==> src/include/flc_pkg.sv <==
package flc_pkg;

    // memory (32-bit) layout
    localparam int MEM_SIGN_BIT    = 15;
    localparam int MEM_EXP_HI      = 14;
    localparam int MEM_EXP_LO      = 7;
    localparam int MEM_FHI_HI      = 6;
    localparam int MEM_FLO_HI      = 31;
    localparam int MEM_FLO_LO      = 16;

    // register (64-bit) layout
    localparam int REG_SIGN_BIT    = 63;
    localparam int REG_EXP_HI      = 62;
    localparam int REG_EXP_LO      = 52;
    localparam int REG_FHI_HI      = 51;
    localparam int REG_FHI_LO      = 45;
    localparam int REG_FLO_HI      = 44;
    localparam int REG_FLO_LO      = 29;
    localparam int REG_ZERO_HI     = 28;

    localparam int MEM_EXP_W       = 8;
    localparam int REG_EXP_W       = 11;
    localparam int VA_W_MIN        = 43;

    localparam logic [2:0] EXP_INS_NEG = 3'h0;
    localparam logic [2:0] EXP_INS_POS = 3'h7;

    // access sizes: log2 of bytes
    typedef enum logic [1:0] {
        FLC_SZ_BYTE,
        FLC_SZ_WORD,
        FLC_SZ_LONG,
        FLC_SZ_QUAD
    } flc_size_e;

    typedef enum logic [1:0] {
        FLC_OP_NONE,
        FLC_OP_LOAD,
        FLC_OP_STORE,
        FLC_OP_CHECK
    } flc_op_e;

    // result classification of an operand
    typedef enum logic [1:0] {
        FLC_CL_ZERO,
        FLC_CL_NORMAL,
        FLC_CL_RESERVED
    } flc_class_e;

    // byte-numbered alignment check: size 2**n needs n low zero bits
    function automatic logic flc_aligned(input logic [2:0] addr_lo, input flc_size_e sz);
        case (sz)
            FLC_SZ_BYTE: flc_aligned = 1'b1;
            FLC_SZ_WORD: flc_aligned = (addr_lo[0] == 1'b0);
            FLC_SZ_LONG: flc_aligned = (addr_lo[1:0] == 2'h0);
            FLC_SZ_QUAD: flc_aligned = (addr_lo == 3'h0);
            default:     flc_aligned = 1'b0;
        endcase
    endfunction

    // classify from sign and exponent-is-zero
    function automatic flc_class_e flc_classify(input logic sign, input logic exp_zero);
        if (!exp_zero)
            flc_classify = FLC_CL_NORMAL;
        else if (sign)
            flc_classify = FLC_CL_RESERVED;
        else
            flc_classify = FLC_CL_ZERO;
    endfunction

endpackage

==> src/include/flc_conv_if.sv <==
interface flc_conv_if;
    import flc_pkg::*;
    logic [31:0] mem_word;
    logic [63:0] reg_word;
    logic [63:0] load_val;
    logic [31:0] store_val;
    flc_class_e  load_class;
    flc_class_e  store_class;

    modport conv (
        input  mem_word,
        input  reg_word,
        output load_val,
        output store_val,
        output load_class,
        output store_class
    );
    modport user (
        output mem_word,
        output reg_word,
        input  load_val,
        input  store_val,
        input  load_class,
        input  store_class
    );
endinterface

==> src/design/flc_convert.sv <==
module flc_convert
    import flc_pkg::*;
(
    flc_conv_if.conv cv
);
    logic        m_sign;
    logic [7:0]  m_exp;
    logic [6:0]  m_fhi;
    logic [15:0] m_flo;
    logic [2:0]  ins;

    assign m_sign = cv.mem_word[MEM_SIGN_BIT];
    assign m_exp  = cv.mem_word[MEM_EXP_HI:MEM_EXP_LO];
    assign m_fhi  = cv.mem_word[MEM_FHI_HI:0];
    assign m_flo  = cv.mem_word[MEM_FLO_HI:MEM_FLO_LO];

    // exponent widening by bit insertion only
    always_comb
    begin
        if (m_exp[7])
            ins = EXP_INS_NEG; // RQ2
        else if (m_exp[6:0] != 7'h0)
            ins = EXP_INS_POS; // RQ2
        else
            ins = EXP_INS_NEG; // RQ2
    end

    // pure permutation, no rounding or range check
    assign cv.load_val = {m_sign, m_exp[7], ins, m_exp[6:0], m_fhi, m_flo,
                          29'h0}; // RQ1 RQ3 RQ6 RQ21
    assign cv.load_class = flc_classify(m_sign, m_exp == 8'h0); // RQ8 RQ9

    // store drops register bits 61:59 and 28:0 unchecked
    assign cv.store_val = {cv.reg_word[REG_FLO_HI:REG_FLO_LO],
                           cv.reg_word[REG_SIGN_BIT],
                           cv.reg_word[REG_EXP_HI],
                           cv.reg_word[58:REG_EXP_LO],
                           cv.reg_word[REG_FHI_HI:REG_FHI_LO]}; // RQ4 RQ5 RQ6 RQ21
    assign cv.store_class = flc_classify(cv.reg_word[REG_SIGN_BIT],
                                         cv.reg_word[REG_EXP_HI:REG_EXP_LO] == 11'h0);
endmodule

==> src/design/flc_addr_check.sv <==
module flc_addr_check
    import flc_pkg::*;
#(
    parameter int VA_W = 64
)
(
    input  wire logic [63:0] addr_i,
    input  wire flc_size_e   size_i,
    output logic             aligned_o,
    output logic             va_ok_o
);
    localparam int VA_USED = (VA_W < VA_W_MIN) ? VA_W_MIN : VA_W; // RQ17

    assign aligned_o = flc_aligned(addr_i[2:0], size_i); // RQ19

    // upper address bits must be a sign extension of the implemented space
    generate
        if (VA_USED >= 64)
        begin : g_full
            assign va_ok_o = 1'b1;
        end
        else
        begin : g_part
            assign va_ok_o = (&addr_i[63:VA_USED-1]) | ~(|addr_i[63:VA_USED-1]); // RQ17
        end
    endgenerate
endmodule

==> src/design/flc_top.sv <==
// How it works
// RQ1 - load widens exponent, zeroes low fraction
// RQ2 - exponent insert 000, 111, or zero
// RQ3 - register sign 63, exponent 62:52, fraction below
// RQ4 - memory sign 15, exponent 14:7, split fraction
// RQ5 - store reorders, drops bits 61:59, 28:0
// RQ6 - loads and stores only permute bits
// RQ7 - zero results are all-zero words
// RQ8 - sign one, exponent zero: reserved, arithmetic trap
// RQ9 - exponent zero, sign zero means zero
// RQ10 - nonzero must-clear field raises illegal operand
// RQ11 - read-as-zero fields always read zero
// RQ12 - ignored field writes change nothing
// RQ13 - software should clear advised-clear fields
// RQ14 - unpredictable results use only accessible state
// RQ15 - undefined operation never hangs processor
// RQ16 - only kernel mode reaches undefined operations
// RQ17 - byte addresses, 64-bit, at least 43 bits
// RQ18 - address names the byte holding bit 0
// RQ19 - size 2**N aligned needs N zeros
// RQ20 - longword sign 31, quadword sign 63
// RQ21 - conversion is combinational, same cycle
module flc_top
    import flc_pkg::*;
#(
    parameter int VA_W = 64
)
(
    // clock and reset
    input  wire logic        clk_i,
    input  wire logic        nrst_i,
    // request
    input  wire logic        req_i,
    input  wire flc_op_e     op_i,
    input  wire flc_size_e   size_i,
    input  wire logic [63:0] addr_i,
    input  wire logic        kernel_i,
    input  wire logic        undef_op_i,
    // data
    input  wire logic [31:0] mem_rd_i,
    input  wire logic [63:0] reg_rd_i,
    input  wire logic [63:0] must_clear_field_i,
    input  wire logic [63:0] write_ignored_field_i,
    input  wire logic [63:0] field_wr_i,
    // results
    output logic             valid_o,
    output logic [63:0]      reg_wr_o,
    output logic [31:0]      mem_wr_o,
    output logic             misaligned_o,
    output logic             va_fault_o,
    output logic             arith_exc_o,
    output logic             illegal_op_exc_o,
    output logic             priv_exc_o,
    output logic             is_zero_o,
    output logic             long_neg_o,
    output logic             quad_neg_o,
    output logic [63:0]      field_rd_o,
    output logic [63:0]      lane_data_o
);
    ////////////////////////////////////////////////////////////////////////
    flc_conv_if cv ();
    logic aligned;
    logic va_ok;
    logic [63:0] held_field_reg;
    logic [63:0] held_field_next;
    logic [63:0] lanes;
    logic        go;

    assign cv.mem_word = mem_rd_i;
    assign cv.reg_word = reg_rd_i;

    flc_convert u_conv (
        .cv (cv.conv)
    );

    flc_addr_check #(
        .VA_W (VA_W)
    ) u_addr (
        .addr_i    (addr_i),
        .size_i    (size_i),
        .aligned_o (aligned),
        .va_ok_o   (va_ok)
    );

    // an undefined op from user mode is trapped, never executed
    assign go = req_i && (kernel_i || !undef_op_i); // RQ16

    ////////////////////////////////////////////////////////////////////////
    // field register: ignored bits keep their value on write
    always_comb
    begin
        held_field_next = held_field_reg;
        if (go && op_i == FLC_OP_STORE)
            held_field_next = (held_field_reg & write_ignored_field_i)
                            | (field_wr_i & ~write_ignored_field_i); // RQ12
    end

    always_ff @(posedge clk_i or negedge nrst_i)
    begin
        if (!nrst_i)
            held_field_reg <= 64'h0;
        else
            held_field_reg <= held_field_next;
    end

    // byte lane order: address names the byte holding bit 0
    always_comb
    begin
        lanes = 64'h0;
        case (addr_i[2:0])
            3'h0: lanes = reg_rd_i;
            3'h1: lanes = {reg_rd_i[55:0], 8'h0}; // RQ18
            3'h2: lanes = {reg_rd_i[47:0], 16'h0};
            3'h3: lanes = {reg_rd_i[39:0], 24'h0};
            3'h4: lanes = {reg_rd_i[31:0], 32'h0};
            3'h5: lanes = {reg_rd_i[23:0], 40'h0};
            3'h6: lanes = {reg_rd_i[15:0], 48'h0};
            3'h7: lanes = {reg_rd_i[7:0], 56'h0};
            default: lanes = 64'h0;
        endcase
    end

    ////////////////////////////////////////////////////////////////////////
    // status pulses, one per request
    always_ff @(posedge clk_i or negedge nrst_i)
    begin
        if (!nrst_i)
        begin
            valid_o          <= 1'b0;
            misaligned_o     <= 1'b0;
            va_fault_o       <= 1'b0;
            arith_exc_o      <= 1'b0;
            illegal_op_exc_o <= 1'b0;
            priv_exc_o       <= 1'b0;
            is_zero_o        <= 1'b0;
        end
        else
        begin
            // every request finishes next cycle, so nothing can hang
            valid_o          <= req_i; // RQ15
            misaligned_o     <= req_i && !aligned; // RQ19
            va_fault_o       <= req_i && !va_ok; // RQ17
            priv_exc_o       <= req_i && undef_op_i && !kernel_i; // RQ16
            illegal_op_exc_o <= go && ((reg_rd_i & must_clear_field_i) != 64'h0); // RQ10
            arith_exc_o      <= go && op_i == FLC_OP_CHECK
                                && cv.store_class == FLC_CL_RESERVED; // RQ8
            is_zero_o        <= go && (op_i == FLC_OP_LOAD
                                ? cv.load_class == FLC_CL_ZERO
                                : cv.store_class == FLC_CL_ZERO); // RQ9
        end
    end

    // data results
    always_ff @(posedge clk_i or negedge nrst_i)
    begin
        if (!nrst_i)
        begin
            reg_wr_o    <= 64'h0;
            mem_wr_o    <= 32'h0;
            lane_data_o <= 64'h0;
        end
        else if (go)
        begin
            // a zero datum is stored as the canonical all-zero word
            if (op_i == FLC_OP_LOAD)
                reg_wr_o <= (cv.load_class == FLC_CL_ZERO) ? 64'h0 : cv.load_val; // RQ7
            // outputs use only the caller's own operands
            if (op_i == FLC_OP_STORE)
                mem_wr_o <= (cv.store_class == FLC_CL_ZERO) ? 32'h0 : cv.store_val; // RQ7 RQ14
            lane_data_o <= lanes;
        end
    end

    // integer sign views
    always_ff @(posedge clk_i or negedge nrst_i)
    begin
        if (!nrst_i)
        begin
            long_neg_o <= 1'b0;
            quad_neg_o <= 1'b0;
            field_rd_o <= 64'h0;
        end
        else
        begin
            long_neg_o <= reg_rd_i[31]; // RQ20
            quad_neg_o <= reg_rd_i[63]; // RQ20
            // read-as-zero positions (must-clear mask) always return zero
            field_rd_o <= held_field_next & ~must_clear_field_i; // RQ11
        end
    end
endmodule

==> config.mk <==
export PLATFORM = sky130hd
export DESIGN_NAME = flc_top
export DESIGN_NICKNAME = d
export VERILOG_FILES = /design/src/include/flc_pkg.sv /design/src/include/flc_conv_if.sv /design/src/design/flc_convert.sv /design/src/design/flc_addr_check.sv /design/src/design/flc_top.sv
export SDC_FILE = /design/constraint.sdc
export NUM_CORES = 1
export LEC_CHECK = 0
export BUFFER_PORTS_ARGS = -buffer_cell sky130_fd_sc_hd__buf_2
export CAP_MARGIN = 10
export CORE_AREA = 2 2 229 231
export DETAILED_ROUTE_END_ITERATION = 10
export DIE_AREA = 0 0 231 233
export PLACE_DENSITY = 0.58
export RECOVER_POWER = 50
export SLEW_MARGIN = 20
export SYNTH_ARGS = -nofsm -noshare
export SYNTH_HDL_FRONTEND = slang
export SYNTH_SLANG_ARGS = --single-unit
==> constraint.sdc <==
create_clock -name clk_i -period 2.35 [get_ports clk_i]
set_clock_uncertainty 0.15 [all_clocks]
set_input_delay 0.235 -clock clk_i [delete_from_list [all_inputs] [get_ports clk_i]]
set_output_delay 0.235 -clock clk_i [all_outputs]
set_load 0.01 [all_outputs]
==> impl_metrics.csv <==
group,metric,value,unit
yosys,syn-cell-area,12500,um2
timing,max_freq,428,MHz
critical_path,cp-end-kind,"flip-flop",
yosys,synthCells,1113,
yosys,synth-edff-count,0,
final_layout,synthToLayoutAreaGrowth,63.7,%
die,initial_core_util,24.5,%
cts,tritoncts,"done",
die,die_area,53800,um2
timing,timing.hold.ws,29.8,ps
outcome,status,"complete, no violations",
timing,fin_crit,2340,ps
cts,clkSlewWorstSetupHoldPaths,60,ps
final_layout,nets,2332,
yosys,synthTopCellsByArea,"dfrtp_1, mux2_4, a22o_1",
yosys,synth_top_family_by_area,"compound AO/OA/AOI/OAI gates",
power_and_ir_drop,power_per_cell_area,712,nW/um2
die,core,51100,um2
global_route,grtUsageTotal,22.4,%
place,port_buffers,502,
power_and_ir_drop,max-vdd-ir-drop,0.000533,V
timing,finalMaxSlewViolations,0,
yosys,synth_seq_cells,265,
global_route,grt_max_degree,88,
yosys,synthMuxAreaShare,12.1,%
place,dpl_cell_area,15800,um2
critical_path,worst_ep_required_time,2680,ps
yosys,yosysMostFrequentCell,"dfrtp_1",
detailed_routing,dr.pass1.iters,8,
critical_path,crit_chain,"dlygate4sd3_1 > buf_6 > nand4b_1 > buf_6 > buf_12 > buf_4 > nor2_2 > mux2_4 > nor2b_1 > dlygate4sd3_1",
cts,clock_sink_count,265,
yosys,synth_compound_area_share,15.3,%
die,die_h,233,um
final_layout,ff_latch_area,6630,um2
detailed_routing,final_antenna_net_count,0,
timing,grt_setup_unrepaired,"yes",
cts,cts_max_level,1,
power_and_ir_drop,p_leak,9.96,nW
yosys,ys_async_sr_fraction,100,%
cts,cts-root-buf,"clkbuf_16",
min_path,hold_class,"in -> reg",
final_layout,multi_input_area,5360,um2
global_route,antenna_found_initial,7,
yosys,synth_fa_ha_area_share,0,%
yosys,synth_sequential_area_ratio,53.0,%
die,placementRows,83,
critical_path,path_class,"in -> reg",
yosys,synth_area_per_cell,11.2,um2
final_layout,final_util,40.1,%
critical_path,crit_path_max_fanout,6,
place,placed_cells,2268,
final_layout,fin_area,20500,um2
global_route,grt_pass1_wl,88000,um
detailed_routing,num_vias,12600,
timing,finalCritPeriodShare,99.5,%
die,io_pins,594,
place,dp_hpwl,45400,um
detailed_routing,routedWlPerCell,23.3,um
critical_path,crit_arrival,2660,ps
die,die_w,231,um
timing,worstMarginPinSlew,935,ps
detailed_routing,drt_iter0_markers,681,
detailed_routing,wl,62300,um
cts,clk_path_buf_depth,3,
final_layout,fin_cells,2674,
critical_path,max_stage_delay,590,ps
yosys,synthTopCellsByCount,"dfrtp_1, nand2_1, mux2_4, nor2b_1, nor2_2",
detailed_routing,via_per_inst,4.70,
run,maxCapViolations,0,
timing,setup_viol,0,
yosys,yosysUniqueCellTypes,52,
yosys,synth_largest_area_cell,"dfrtp_1",
cts,numCtsBuffers,31,
final_layout,fillCellCount,4899,
place,gp_congestion,0.888,
cts,clk_latency,600,ps
critical_path,crit_slowest_cell,"dlygate4sd3_1",
yosys,yosys_warnings,0,
detailed_routing,post-route-drc-count,0,
global_route,grt.overflow.total,0,
power_and_ir_drop,power,0.0146,W
timing,relSlewSlack,37.5,%
global_route,first_global_vias,13300,
yosys,yosysTopAreaCellShare,53.0,%
yosys,synth_xor_area_share,0,%
yosys,synth_simple_gate_area_share,14.0,%
final_layout,drive_gt1_share,37.6,%
timing,hold_viol_final,0,
critical_path,startpoint_type,"primary input",
yosys,ys.flop_type,"dfrtp_1",
metrics by stage:
stage	worst slack (ps)	TNS, ps
finish	11.1	0
global route	-28.9	-121
CTS	4.28	0
detailed placement	180	0
global placement	169	0
floorplan	800	0
worst max-delay path: cells and delay by family:
family	cells	cell delay, ps
muxes	1	310
buffers and inverters	6	1760
and+or+nand+nor	3	340
report_power, final:
group / internal, W / switching (W)
clock network: 0.00293 / 0.00201
logic: 0.00207 / 0.00191
registers: 0.00533 / 0.000328
kinds of logic (layout without fill, tap and decap cells):
kind of cell           after synthesis  count (layout)
flip-flops                         265             265
AND/OR/NAND/NOR                    351             351
AO/OA/AOI/OAI                      272             272
buffers and inverters              113             963
multiplexers                       111             111
other                                1              32
layout by cell type, fill, tap and decap left out, types with 9 or more instances in the layout:
cell / netlist / layout
nand2_1: 127 / 127
nor2b_1: 67 / 67
o21ai_1: 23 / 23
a21oi_1: 24 / 24
buf_12: 0 / 9
nor2_1: 55 / 55
inv_1: 10 / 10
nand3_1: 9 / 9
buf_2: 32 / 500
mux2_4: 67 / 67
a22o_1: 62 / 62
nor2_4: 2 / 12
o21ai_0: 54 / 54
buf_4: 41 / 33
a221oi_1: 19 / 19
o221ai_1: 17 / 17
nor2_2: 63 / 53
dfrtp_1: 265 / 265
a22oi_1: 22 / 22
mux2i_1: 32 / 32
dlygate4sd3_1: 0 / 344
conb_1: 1 / 30
o31ai_1: 9 / 9
clkbuf_16: 0 / 34
o22ai_1: 10 / 10
final cells by class:
cell class,count,area share (%)
flip-flops and latches,265,32.4
repair buffers,896,32.0
multi-input cells,764,26.2
clock buffers,42,4.28
well taps,680,4.15
clock inverters,12,0.770
inverters,13,0.238
diodes,2,0.0244
final timing paths:
path                                              start                            to  depth (start not counted)  slack (ps)
max                                               req_i      field_rd_o[15]$_DFF_PN0_                         10          10
min                                         reg_rd_i[0]    lane_data_o[0]$_DFFE_PN0P_                          3          30
max reg2reg                held_field_reg[15]$_DFF_PN0_      field_rd_o[15]$_DFF_PN0_                          3         710
min reg2reg                    mem_wr_o[15]$_DFFE_PN0N_      mem_wr_o[15]$_DFFE_PN0N_                          2         320
max in group asynchronous                        nrst_i    lane_data_o[1]$_DFFE_PN0P_                          4         710
min in group asynchronous                        nrst_i  held_field_reg[45]$_DFF_PN0_                          3         540
repair_timing:
item / CTS / global route
buffers inserted: 0 / 3
hold buffers: 345 / 0
resized for setup: 0 / 18
endpoints found under the hold margin: 505 / 0
setup endpoints to repair: 0 / 48
metal layers:
layer | vias up | track usage, % | routed length [um]
li1 | 5598 | - | -
met1 | 6212 | 26.1 | 24100
met2 | 617 | 38.7 | 30200
met3 | 143 | 6.20 | 5130
met4 | 10 | 9.11 | 2780
met5 | - | 0 | 62
Note: power is estimated with default switching activity, not from simulation.
